`src/logic/overlay_pkg.sv`:
```
// Package: overlay map, register layout and timing for the flash/RAM overlay
package overlay_pkg;
   localparam int          ADDR_W          = 32;
   localparam int          DATA_W          = 32;
   // Flash space and RAM windows
   localparam logic [31:0] FLASH_BASE      = 32'h0000_0000;
   localparam logic [31:0] FLASH_MASK      = 32'hfff0_0000;
   localparam logic [31:0] RAM_BASE        = 32'h0080_4000;
   localparam logic [31:0] RAM_LAST        = 32'h0080_7fff;
   localparam logic [31:0] SMALL_RAM_BASE  = 32'h0080_6000;
   localparam logic [31:0] SMALL_RAM_STEP  = 32'h0000_1000;
   localparam logic [31:0] LARGE_OFS_MASK  = 32'h0000_1fff;
   localparam logic [31:0] SMALL_OFS_MASK  = 32'h0000_0fff;
   // Bank address fields
   localparam int          LARGE_LSB       = 12;
   localparam int          LARGE_W         = 7;
   localparam int          SMALL_LSB       = 12;
   localparam int          SMALL_W         = 8;
   // Control register map (word offsets, byte addresses)
   localparam logic [7:0]  OFS_CTRL_ONE    = 8'h00;
   localparam logic [7:0]  OFS_LARGE       = 8'h04;
   localparam logic [7:0]  OFS_SMALL_A     = 8'h08;
   localparam logic [7:0]  OFS_SMALL_B     = 8'h0c;
   localparam int          EMU_BIT         = 0;
   localparam int          EN_BIT          = 15;
   localparam logic [15:0] CTRL_RST        = 16'h0000;
   // Settle time after reconfiguration, in CPU clock periods
   localparam int          SETTLE_CLKS     = 3;
   localparam logic [1:0]  SETTLE_CNT      = 2'(SETTLE_CLKS);
   // Route of one access
   typedef enum logic [2:0] {
      ROUTE_FLASH = 3'b001,
      ROUTE_RAM   = 3'b010,
      ROUTE_NONE  = 3'b100
   } route_t;
endpackage

```
`src/logic/overlay_if.sv`:
```
// Interface: CPU internal bus between the core and the overlay logic
`timescale 1ns/1ps
interface overlay_if;
   logic [31:0] addr;
   logic [31:0] wdata;
   logic        rd;
   logic        wr;
   logic [31:0] rdata;
   logic [7:0]  cfg_addr;
   logic [15:0] cfg_wdata;
   logic        cfg_wr;
   logic        cfg_rd;
   logic [15:0] cfg_rdata;
   modport device (input addr, wdata, rd, wr, cfg_addr, cfg_wdata, cfg_wr,
                   cfg_rd, output rdata, cfg_rdata);
   modport cpu (output addr, wdata, rd, wr, cfg_addr, cfg_wdata, cfg_wr,
                cfg_rd, input rdata, cfg_rdata);
endinterface

```
`src/logic/overlay_remap.sv`:
```
// Device end: bank registers and flash-to-RAM address remapping
//
// Contract
// RL1: Large flash bank redirected to 8K RAM
// RL2: Two small banks redirected from 0x806000
// RL3: Overlay RAM reachable at both addresses
// RL4: Large field compares address bits 12..18 (code compares bits 13..18 only)
// RL5: Large redirect only while its enable set
// RL6: Small fields compare address bits 12..19
// RL7: Each small bank enabled separately
// RL8: At most three overlays at once
// RL9: Large bank wins over second small bank
// RL10: CPU waits three clocks after mode set
// RL11: CPU waits three clocks after bank write
// RL12: Leave emulation mode before flash programming
// RL13: Large field value even, start bits
// RL14: Enables act only in emulation mode
// RL15: Ordinary RAM range stays reachable
// RL16: Unmatched flash accesses go to flash
// RL17: Small A at lower block, B above
`timescale 1ns/1ps
module overlay_remap
   import overlay_pkg::*;
(
   input  wire logic        clock_in,
   input  wire logic        rst_in,
   overlay_if.device        bus,
   output logic [31:0]      mem_addr_out,
   output logic             flash_sel_out,
   output logic             ram_sel_out,
   output logic             mem_rd_out,
   output logic             mem_wr_out,
   output logic [31:0]      mem_wdata_out,
   input  wire logic [31:0] mem_rdata_in,
   output logic             emu_mode_out
);
   logic [15:0] ctrl_one_r;
   logic [15:0] ctrl_one_nxt;
   logic [15:0] large_r;
   logic [15:0] large_nxt;
   logic [15:0] small_a_r;
   logic [15:0] small_a_nxt;
   logic [15:0] small_b_r;
   logic [15:0] small_b_nxt;
   logic [15:0] cfg_rdata_r;
   logic [15:0] cfg_rdata_nxt;
   logic        emu;
   logic        in_flash;
   logic        in_ram;
   logic        large_on;
   logic        small_a_on;
   logic        small_b_on;
   logic        large_hit;
   logic        small_a_hit;
   logic        small_b_hit;
   logic        access_ok;
   logic [5:0]  large_tag;
   logic [7:0]  small_tag;
   logic [31:0] large_ofs;
   logic [31:0] small_ofs;
   logic [31:0] mapped;
   route_t      route;

   // Which window serves the access, highest priority first
   typedef enum logic [5:0] {
      SRC_LARGE   = 6'b000001,
      SRC_SMALL_B = 6'b000010,
      SRC_SMALL_A = 6'b000100,
      SRC_FLASH   = 6'b001000,
      SRC_RAM     = 6'b010000,
      SRC_NONE    = 6'b100000
   } src_t;
   src_t        src;

   // Bank registers; unused bits are masked so they read back as zero
   always_comb begin
      ctrl_one_nxt = ctrl_one_r;
      large_nxt    = large_r;
      small_a_nxt  = small_a_r;
      small_b_nxt  = small_b_r;
      if (bus.cfg_wr) begin
         case (bus.cfg_addr)
            OFS_CTRL_ONE: ctrl_one_nxt = bus.cfg_wdata & 16'h0001;
            OFS_LARGE:    large_nxt    = bus.cfg_wdata & 16'h807f;
            OFS_SMALL_A:  small_a_nxt  = bus.cfg_wdata & 16'h80ff;
            OFS_SMALL_B:  small_b_nxt  = bus.cfg_wdata & 16'h80ff;
            default:      ;
         endcase
      end
   end

   always_ff @(posedge clock_in) begin
      if (rst_in) begin
         ctrl_one_r <= CTRL_RST;
         large_r    <= CTRL_RST;
         small_a_r  <= CTRL_RST;
         small_b_r  <= CTRL_RST;
      end else begin
         ctrl_one_r <= ctrl_one_nxt;
         large_r    <= large_nxt;
         small_a_r  <= small_a_nxt;
         small_b_r  <= small_b_nxt;
      end
   end

   // Read data stand one cycle, then drop to zero
   always_comb begin
      cfg_rdata_nxt = 16'h0000;
      if (bus.cfg_rd) begin
         case (bus.cfg_addr)
            OFS_CTRL_ONE: cfg_rdata_nxt = ctrl_one_r;
            OFS_LARGE:    cfg_rdata_nxt = large_r;
            OFS_SMALL_A:  cfg_rdata_nxt = small_a_r;
            OFS_SMALL_B:  cfg_rdata_nxt = small_b_r;
            default:      cfg_rdata_nxt = 16'h0000;
         endcase
      end
   end

   always_ff @(posedge clock_in) begin
      if (rst_in)
         cfg_rdata_r <= CTRL_RST;
      else
         cfg_rdata_r <= cfg_rdata_nxt;
   end

   assign bus.cfg_rdata = cfg_rdata_r;
   assign emu           = ctrl_one_r[EMU_BIT]; // RL14
   assign emu_mode_out  = emu;

   // Enables count only in emulation mode
   assign in_flash   = (bus.addr & FLASH_MASK) == FLASH_BASE;
   assign in_ram     = bus.addr >= RAM_BASE && bus.addr <= RAM_LAST;
   assign large_on   = emu && large_r[EN_BIT]; // RL5 RL14
   assign small_a_on = emu && small_a_r[EN_BIT]; // RL7 RL14
   assign small_b_on = emu && small_b_r[EN_BIT]; // RL7 RL14

   // Bit 12 lies inside an 8K bank, so the field's low bit is not compared
   assign large_tag   = bus.addr[LARGE_LSB+1 +: LARGE_W-1];
   assign small_tag   = bus.addr[SMALL_LSB +: SMALL_W];
   assign large_hit   = in_flash && large_on
      && large_tag == large_r[LARGE_W-1:1]; // RL4
   assign small_a_hit = in_flash && small_a_on
      && small_tag == small_a_r[SMALL_W-1:0]; // RL6
   assign small_b_hit = in_flash && small_b_on
      && small_tag == small_b_r[SMALL_W-1:0]; // RL6
   assign large_ofs   = bus.addr & LARGE_OFS_MASK;
   assign small_ofs   = bus.addr & SMALL_OFS_MASK;

   // Fixed priority: large, then small B, then small A; three overlays max
   always_comb begin
      if (large_hit)
         src = SRC_LARGE; // RL9 RL8
      else if (small_b_hit)
         src = SRC_SMALL_B; // RL9
      else if (small_a_hit)
         src = SRC_SMALL_A;
      else if (in_flash)
         src = SRC_FLASH; // RL16
      else if (in_ram)
         src = SRC_RAM; // RL15
      else
         src = SRC_NONE;
   end

   // Window base plus the offset inside the bank
   always_comb begin
      mapped = bus.addr;
      route  = ROUTE_NONE;
      case (src)
         SRC_LARGE: begin
            mapped = RAM_BASE | large_ofs; // RL1
            route  = ROUTE_RAM;
         end
         SRC_SMALL_B: begin
            mapped = (SMALL_RAM_BASE + SMALL_RAM_STEP) // RL17
                     | small_ofs; // RL2
            route  = ROUTE_RAM;
         end
         SRC_SMALL_A: begin
            mapped = SMALL_RAM_BASE | small_ofs; // RL2 RL17
            route  = ROUTE_RAM;
         end
         SRC_FLASH: begin
            route  = ROUTE_FLASH; // RL16
         end
         SRC_RAM: begin
            route  = ROUTE_RAM; // RL15 RL3
         end
         SRC_NONE: begin
            route  = ROUTE_NONE;
         end
         default: begin
            route  = ROUTE_NONE;
         end
      endcase
   end

   // Pass-through to memories, same cycle; writes allowed both ways
   assign mem_addr_out  = mapped;
   assign flash_sel_out = route == ROUTE_FLASH;
   assign ram_sel_out   = route == ROUTE_RAM; // RL3
   // Accesses outside flash and RAM reach neither memory
   assign access_ok     = route != ROUTE_NONE;
   assign mem_rd_out    = bus.rd && access_ok;
   assign mem_wr_out    = bus.wr && access_ok;
   assign mem_wdata_out = bus.wdata;
   assign bus.rdata     = mem_rdata_in;
endmodule

```
`src/flat_wrapper.sv`:
```
// flat-port wrapper written by rule: the top's interface ports become plain ports
module overlay_remap_flat import overlay_pkg::*;
  (clock_in, rst_in, mem_addr_out, flash_sel_out, ram_sel_out, mem_rd_out, mem_wr_out, mem_wdata_out, mem_rdata_in, emu_mode_out, bus_addr, bus_wdata, bus_rd, bus_wr, bus_cfg_addr, bus_cfg_wdata, bus_cfg_wr, bus_cfg_rd, bus_rdata, bus_cfg_rdata);
  overlay_if bus_i ();
  input  wire logic clock_in;
  input  wire logic rst_in;
  output logic [31:0] mem_addr_out;
  output logic flash_sel_out;
  output logic ram_sel_out;
  output logic mem_rd_out;
  output logic mem_wr_out;
  output logic [31:0] mem_wdata_out;
  input  wire logic [31:0] mem_rdata_in;
  output logic emu_mode_out;
  input wire logic [$bits(bus_i.addr)-1:0] bus_addr;
  input wire logic [$bits(bus_i.wdata)-1:0] bus_wdata;
  input wire logic [$bits(bus_i.rd)-1:0] bus_rd;
  input wire logic [$bits(bus_i.wr)-1:0] bus_wr;
  input wire logic [$bits(bus_i.cfg_addr)-1:0] bus_cfg_addr;
  input wire logic [$bits(bus_i.cfg_wdata)-1:0] bus_cfg_wdata;
  input wire logic [$bits(bus_i.cfg_wr)-1:0] bus_cfg_wr;
  input wire logic [$bits(bus_i.cfg_rd)-1:0] bus_cfg_rd;
  output wire logic [$bits(bus_i.rdata)-1:0] bus_rdata;
  output wire logic [$bits(bus_i.cfg_rdata)-1:0] bus_cfg_rdata;
  assign bus_i.addr = bus_addr;
  assign bus_i.wdata = bus_wdata;
  assign bus_i.rd = bus_rd;
  assign bus_i.wr = bus_wr;
  assign bus_i.cfg_addr = bus_cfg_addr;
  assign bus_i.cfg_wdata = bus_cfg_wdata;
  assign bus_i.cfg_wr = bus_cfg_wr;
  assign bus_i.cfg_rd = bus_cfg_rd;
  assign bus_rdata = bus_i.rdata;
  assign bus_cfg_rdata = bus_i.cfg_rdata;
  overlay_remap u_core (.clock_in(clock_in), .rst_in(rst_in), .bus(bus_i), .mem_addr_out(mem_addr_out), .flash_sel_out(flash_sel_out), .ram_sel_out(ram_sel_out), .mem_rd_out(mem_rd_out), .mem_wr_out(mem_wr_out), .mem_wdata_out(mem_wdata_out), .mem_rdata_in(mem_rdata_in), .emu_mode_out(emu_mode_out));
endmodule
```
`config.mk`:
```
export PLATFORM = sky130hd
export DESIGN_NAME = overlay_remap_flat
export DESIGN_NICKNAME = d
export VERILOG_FILES = /design/src/logic/overlay_pkg.sv /design/src/logic/overlay_if.sv /design/src/logic/overlay_remap.sv /design/src/flat_wrapper.sv
export SDC_FILE = /design/constraint.sdc
export NUM_CORES = 1
export LEC_CHECK = 0
export BUFFER_PORTS_ARGS = -buffer_cell sky130_fd_sc_hd__buf_2
export CORE_ASPECT_RATIO = 1.75
export CORE_MARGIN = 3
export CORE_UTILIZATION = 30
export DETAILED_ROUTE_END_ITERATION = 8
export GPL_ROUTABILITY_DRIVEN = 0
export GPL_TIMING_DRIVEN = 0
export HOLD_SLACK_MARGIN = 0.12
export PLACE_DENSITY = 0.77
export REMOVE_ABC_BUFFERS = 1
export SYNTH_ARGS = -nofsm -noshare
export SYNTH_HDL_FRONTEND = slang
export SYNTH_SLANG_ARGS = --single-unit
export TNS_END_PERCENT = 1
```
`constraint.sdc`:
```
create_clock -name clock_in -period 2.1 [get_ports clock_in]
set_input_delay 0.42 -clock clock_in [delete_from_list [all_inputs] [get_ports clock_in]]
set_output_delay 0.42 -clock clock_in [all_outputs]
set_load 0.1 [all_outputs]
```
Word level (Yosys, flattened, before mapping)
Index checks and enable logic that the tools add are counted.
{"block": "word_totals", "reg_bits": 43, "wordCells": 50, "out_inout_bits": 117, "inputBits": 126}
{"block": "op_classes", "n_mux": 8, "order_cmp": 2, "n_reduce_logical": 20, "n_eq_ne": 14, "n_bitwise": 1}
{"cell": "$pmux 32 s3", "n": 1}
{"cell": "$pmux 16 s4", "n": 1}
{"cell": "$ge 32x24->1 const B", "n": 1}
{"cell": "$le 32x24->1 const B", "n": 1}
{"cell": "$logic_not 32->1", "n": 1}
{"cell": "$mux 6", "n": 5}
{"cell": "$eq 8x4->1 const B", "n": 2}
{"cell": "$eq 8x8->1", "n": 2}
{"cell": "$logic_and 1x1->1", "n": 12}
{"cell": "$eq 8x3->1 const B", "n": 1}
{"cell": "$logic_not 8->1", "n": 1}
{"cell": "$reduce_and 2->1", "n": 4}
{"cell": "$eq 6x1->1 const B", "n": 1}
{"cell": "$eq 6x2->1 const B", "n": 1}
{"cell": "$eq 6x3->1 const B", "n": 1}
{"cell": "$eq 6x4->1 const B", "n": 1}
{"cell": "$eq 6x5->1 const B", "n": 1}
{"cell": "$eq 6x6->1", "n": 1}
{"cell": "$pmux 3 s2", "n": 1}
{"cell": "$reduce_or 4->1", "n": 1}
{"cell": "$eq 3x1->1 const B", "n": 1}
{"cell": "$eq 3x2->1 const B", "n": 1}
{"cell": "$ne 3x3->1 const B", "n": 1}
{"cell": "$reduce_or 2->1", "n": 1}
{"cell": "$not 1->1", "n": 1}

Longest topological paths before layout
{"block": "depth", "depth_word": 12, "ltp_mapped": 6, "mapped_depth_nobuf": 5}

Least setup slack after synthesis
Ideal clock, no wire load.
{"block": "synth_path", "path_kind": "input-to-output", "from": "in bus_addr[13]", "to": "out flash_sel_out", "required_ns": 1.680, "path_stages": 5, "arrival_time_ns": 3.323, "path_slack_ns": -1.643, "n_path_buf": 0, "path_cell_list": "xnor2_1 > nand4_1 > nor3_1 > or3_1 > a211oi_1"}
{"block": "synth_between", "elab_chain_cells": 11, "elab_cells_between_ends": 22, "classes_between": "order compare: 2; eq/ne: 9; mux: 6; reduce/logical: 5"}
{"item": "from (decl)", "line": "flat_wrapper.sv:15", "rtl": "input wire logic [$bits(bus_i.addr)-1:0] bus_addr;"}
{"item": "$ge 32x24->1 / $le 32x24->1 (equally long branches)", "line": "overlay_remap.sv:133", "rtl": "assign in_ram = bus.addr >= RAM_BASE && bus.addr <= RAM_LAST;"}
{"item": "$logic_and 1x1->1", "line": "overlay_remap.sv:133"}
{"item": "$mux 6", "line": "overlay_remap.sv:160", "rtl": "else if (in_ram)"}
{"item": "$mux 6", "line": "overlay_remap.sv:158", "rtl": "else if (in_flash)"}
{"item": "$mux 6", "line": "overlay_remap.sv:156", "rtl": "else if (small_a_hit)"}
{"item": "$mux 6", "line": "overlay_remap.sv:154", "rtl": "else if (small_b_hit)"}
{"item": "$mux 6 *", "line": "overlay_remap.sv:152", "rtl": "if (large_hit)"}
{"item": "$eq 6x1->1, or another cell as far along", "line": "overlay_remap.sv:170", "rtl": "case (src)"}
{"item": "$reduce_or 4->1 (no source line)"}
{"item": "$pmux 3 s2 *", "line": "overlay_remap.sv:170"}
{"item": "$eq 3x1->1 *", "line": "overlay_remap.sv:201", "rtl": "assign flash_sel_out = route == ROUTE_FLASH;"}
{"item": "to (decl)", "line": "flat_wrapper.sv:8", "rtl": "output logic flash_sel_out;"}
Every way passes the cells marked *; elsewhere a longest branch is shown, timed or not.

Worst setup path in the final report
{"block": "layout_path", "from": "reg u_core.small_a_r[7]", "to": "out mem_addr_out[18]"}
{"block": "layout_between", "elab_chain_cells": 7, "elab_cells_between_ends": 9, "classes_between": "eq/ne: 4; mux: 4; reduce/logical: 1"}
{"item": "from (decl)", "line": "overlay_remap.sv:41", "rtl": "logic [15:0] small_a_r;"}
{"item": "from (signal assigned)", "line": "overlay_remap.sv:101", "rtl": "small_a_r <= small_a_nxt;"}
{"item": "$eq 8x8->1 *", "line": "overlay_remap.sv:144", "rtl": "&& small_tag == small_a_r[SMALL_W-1:0];"}
{"item": "$logic_and 1x1->1 *", "line": "overlay_remap.sv:144"}
{"item": "$mux 6 *", "line": "overlay_remap.sv:156"}
{"item": "$mux 6 *", "line": "overlay_remap.sv:154"}
{"item": "$mux 6 *", "line": "overlay_remap.sv:152"}
{"item": "$eq 6x3->1, or another cell as far along", "line": "overlay_remap.sv:170"}
{"item": "$pmux 32 s3 *", "line": "overlay_remap.sv:170"}
{"item": "to (decl)", "line": "flat_wrapper.sv:7", "rtl": "output logic [31:0] mem_addr_out;"}
Marks and branches as above.

==> results.rst <==
.. list-table::
   :header-rows: 1

   * - Metric
     - Value
   * - Outcome
     - finished, violations left
   * - Violated checks
     - setup timing
   * - Slowest stage cell on the critical path
     - sky130_fd_sc_hd__dfxtp_2
   * - Ratio of cells with drive above 1 in the final layout
     - 51.6%
   * - FFs w/ async S/R, synth
     - 0%
   * - Cell type with the largest total area after synthesis
     - sky130_fd_sc_hd__dfxtp_1
   * - Data required time of the critical path
     - 1680 ps
   * - FP Rows
     - 43
   * - CTS HTree Levels
     - 2
   * - Die footprint
     - 9580 sq um
   * - Global-route wire length before repair
     - 19600 microns
   * - Top fanout value on the critical path
     - 8
   * - Clock share of power
     - about two fifths
   * - Slack of the critical path
     - -273 ps
   * - Pwr Total
     - 0.00185 W
   * - Leftover overflow at the end of global routing
     - 0
   * - Post-Syn Area
     - about 2500 sq um
   * - Number of top-level design ports
     - 243
   * - Yosys synthesis warning count
     - 0
   * - Switch Pwr
     - between 0.0005 and 0.0006 W
   * - CTS tree
     - done
   * - Vias after detailed routing
     - between 2000 and 2500
   * - Comb power frac
     - around 22%
   * - Sequential cell area fraction in the yosys report
     - 28.6%
   * - Number of buffers inserted during clock tree synthesis
     - 5
   * - Critical path, cell by cell
     - xnor2_2, nand4_1, nor3_4, o31ai_4, buf_12, and2_1, buf_8
   * - Post-detail-place hpwl
     - between 10000 and 15000 microns
   * - Mean cell area of the mapped netlist
     - around 8.6 sq um
   * - Number of library cell types mapped by synthesis
     - 35
   * - Largest buffer count on any clock path
     - 2
   * - Clock latency at the later pin of the worst-skew pair
     - 290 ps
   * - Max VDD drop
     - 0.299 mV
   * - Sequential share of power
     - between 30% and 40%
   * - Net switching share of the total power
     - approximately a third
   * - Post-layout utilization of the core
     - between 30 and 40%
   * - Worst setup slack after placement
     - -847 ps
   * - Headroom to the max-slew limit
     - between 40 and 50%
   * - Count of buffering cells on the critical path with inverters included
     - 2
   * - Setup repair after global routing missed its margin
     - true
   * - Leakage
     - approximately 1.4 nW
   * - Vias in the first global route
     - just over 2000
   * - Total core area
     - 8070 sq um
   * - Number of antenna violations at the first check in global routing
     - 0
   * - Die X-Extent
     - roughly 75 microns
   * - # nets final
     - roughly 400
   * - Primary flip-flop cell chosen by synthesis mapping
     - sky130_fd_sc_hd__dfxtp_1
   * - Worst-case clock skew
     - approximately 2.2 ps
   * - Start-to-end type of the worst setup path
     - register to primary output
   * - Ratio of routed vias to standard cells
     - approximately 5.6
   * - CTS sink count
     - 36
   * - Final hold vios
     - 0
   * - Count of flip-flops with a built-in enable after synthesis
     - 0
   * - Total power per unit cell area
     - ~620 nW/um^2
   * - Highest attainable clock frequency
     - about 0.42 GHz
   * - Syn Inst Count
     - ~290
   * - Count of antenna-violating nets left after detailed routing
     - 0
   * - Post-CTS clock slew at the launch and capture registers of the worst setup and hold paths
     - 50 ps
   * - Number of optimization iterations in the first detailed-route pass
     - 4
   * - Die height
     - between 100 and 150 microns
   * - Cell at the root of the clock tree
     - sky130_fd_sc_hd__clkbuf_16
   * - Final period util
     - 113%
   * - Number of input and output port buffers inserted
     - 76
   * - Worst setup SP type
     - register
   * - Yosys top cell area share
     - approximately 29%
   * - Max-Cap Viols
     - 0
   * - Starting DRT DRC Count
     - around 120
   * - Average wire per cell in the routed design
     - roughly 43 microns
   * - Count of antenna diodes in the layout
     - 0
   * - Number of endpoints failing setup at the final stage
     - 29
   * - Final routed DRC violation total
     - 0
   * - Internal Power
     - ~0.0013 W
   * - Delay of the slowest cell on the worst path
     - 340 ps
   * - Effective utilization at floorplan
     - between 30% and 40%
   * - Leading post-synthesis cells by cell area
     - sky130_fd_sc_hd__dfxtp_1 (29%), sky130_fd_sc_hd__buf_4 (25%), sky130_fd_sc_hd__mux2i_1 (11%)
   * - Crit path time final
     - 2370 ps
   * - Nature of the critical path endpoint
     - primary output
   * - Area growth from synthesis to layout
     - 18.4%
   * - GRT Resource Usage Total
     - between 30 and 40%
   * - Pin count of the biggest net entering global routing
     - 29
   * - # hold bufs at CTS
     - 0
   * - Path class of the lowest-slack min-delay path
     - primary input to register
   * - Transition time of the tightest slew-check pin
     - approximately 790 ps
   * - Number of storage elements in the synthesis netlist
     - 36
   * - Detailed-route wire length
     - 16300 microns
   * - Crit-path leading delay family
     - simple AND/OR/NAND/NOR gates
   * - Hold WS
     - ~400 ps
   * - Number of pins exceeding their max-slew limit in the final report
     - 0
   * - CP arrival
     - 1950 ps
stage by stage:
step | std cells | area, sq um | setup TNS, ps
2_1_floorplan | 196 | 1840 | -9690
3_3_place_gp | 362 | 2340 | -14740
3_5_place_dp | 362 | 2340 | -16050
4_1_cts | 373 | 2790 | -3480
5_1_grt | 375 | 2980 | -7440
6_report | 375 | 2980 | -4000
final timing paths:
path | startpoint | end | slack [ps] | depth (start not counted)
worst min-delay path | bus_cfg_wdata[1] | u_core.small_b_r[1] | 400 | 3
worst max-delay path | u_core.small_a_r[7] | mem_addr_out[18] | -270 | 7
worst min register to register | u_core.small_a_r[4] | u_core.small_a_r[4] | 510 | 2
worst max register to register | u_core.ctrl_one_r[0] | u_core.bus.cfg_rdata[0] | 1000 | 2
Yosys cell counts (2+ instances only):
cell,count
sky130_fd_sc_hd__nand4_1,5
sky130_fd_sc_hd__or3_1,2
sky130_fd_sc_hd__clkbuf_1,15
sky130_fd_sc_hd__nor3b_1,2
sky130_fd_sc_hd__and2_1,7
sky130_fd_sc_hd__nand2b_1,2
sky130_fd_sc_hd__mux2i_1,28
sky130_fd_sc_hd__nor4_1,3
sky130_fd_sc_hd__a22oi_1,8
sky130_fd_sc_hd__mux2_2,7
sky130_fd_sc_hd__xor2_1,2
sky130_fd_sc_hd__nor2b_1,2
sky130_fd_sc_hd__buf_4,83
sky130_fd_sc_hd__buf_2,4
sky130_fd_sc_hd__nor3_1,3
sky130_fd_sc_hd__nand3_1,5
sky130_fd_sc_hd__dfxtp_1,36
sky130_fd_sc_hd__xnor2_1,20
sky130_fd_sc_hd__nor2_1,35
sky130_fd_sc_hd__inv_1,2
sky130_fd_sc_hd__nand2_1,4
sky130_fd_sc_hd__o21ai_0,3
sky130_fd_sc_hd__nor4b_1,2
state kept, by name, indices dropped and copies added, names as in the netlist:
| name | flops |
|---|---|
| u_core.bus.cfg_rdata | 9 |
| u_core.ctrl_one_r | 1 |
| u_core.large_r | 8 |
| u_core.small_a_r | 9 |
| u_core.small_b_r | 9 |
repair_timing:
action | in CTS | in global routing
buffers inserted | 3 | 2
endpoints found under the hold margin | 0 | 0
cloned | 0 | 0
pin swaps | 12 | 18
endpoints found under the setup margin | 31 | 32
resized for setup | 75 | 38
power groups by stage:
| stage | Combinational [W] | Clock (W) | Sequential, W |
|---|---|---|---|
| finish | 0.000415 | 0.000751 | 0.000685 |
| global placement | 0.000349 | 0 | 0.000699 |
| global route | 0.000431 | 0.000788 | 0.000684 |
| CTS | 0.000391 | 0.000757 | 0.000685 |
| detailed placement | 0.000351 | 0 | 0.000699 |
| floorplan | 0.000165 | 0 | 0.000699 |
cells in the final DEF, fill, tap and decap left out, types with 4 or more instances in the layout:
master | netlist | routed
sky130_fd_sc_hd__mux2_2 | 7 | 7
sky130_fd_sc_hd__mux2i_1 | 28 | 28
sky130_fd_sc_hd__buf_12 | 0 | 11
sky130_fd_sc_hd__clkbuf_16 | 0 | 5
sky130_fd_sc_hd__a22oi_1 | 8 | 7
sky130_fd_sc_hd__buf_2 | 4 | 58
sky130_fd_sc_hd__nor2_1 | 35 | 35
sky130_fd_sc_hd__dfxtp_1 | 36 | 22
sky130_fd_sc_hd__dfxtp_2 | 0 | 14
sky130_fd_sc_hd__buf_4 | 83 | 4
sky130_fd_sc_hd__buf_6 | 0 | 4
sky130_fd_sc_hd__xnor2_1 | 20 | 11
sky130_fd_sc_hd__and2_4 | 0 | 6
sky130_fd_sc_hd__conb_1 | 1 | 7
sky130_fd_sc_hd__xnor2_2 | 0 | 9
sky130_fd_sc_hd__nand4_1 | 5 | 5
sky130_fd_sc_hd__nand3_1 | 5 | 4
layout make-up:
| cell class | instances | area, sq um |
|---|---|---|
| multi-input cells | 158 | 1340 |
| fillers | 794 | 5090 |
| flip-flops and latches | 36 | 738 |
| well taps | 90 | 113 |
| repair buffers | 81 | 638 |
| clock buffers | 8 | 146 |
| inverters | 2 | 7.51 |
tightest hold or removal path: cells and delay by family:
family / cells / cell delay (ps)
mux: 1 / 60
buf+inv: 1 / 100
simple gates: 1 / 70
metal layers:
layer	up-vias	GRT usage [%]	share of wire, %
li1	854	-	-
met2	252	60.0	53
met4	2	32.0	13
met5	-	4.68	0.33
met1	921	14.0	14
met3	58	27.6	20
cells by family (layout without fill, tap and decap cells):
| kind of cell | Yosys count | in the layout | share of synthesized area, % |
|---|---|---|---|
| mux | 36 | 36 | 15.1 |
| simple gates | 79 | 79 | 16.6 |
| compound gates | 14 | 14 | 3.77 |
| other cells | 1 | 7 | 0.149 |
| buf+inv | 104 | 91 | 28.1 |
| xor+xnor | 22 | 22 | 7.65 |
| flops | 36 | 36 | 28.6 |
(Power assumes the default switching activity.)
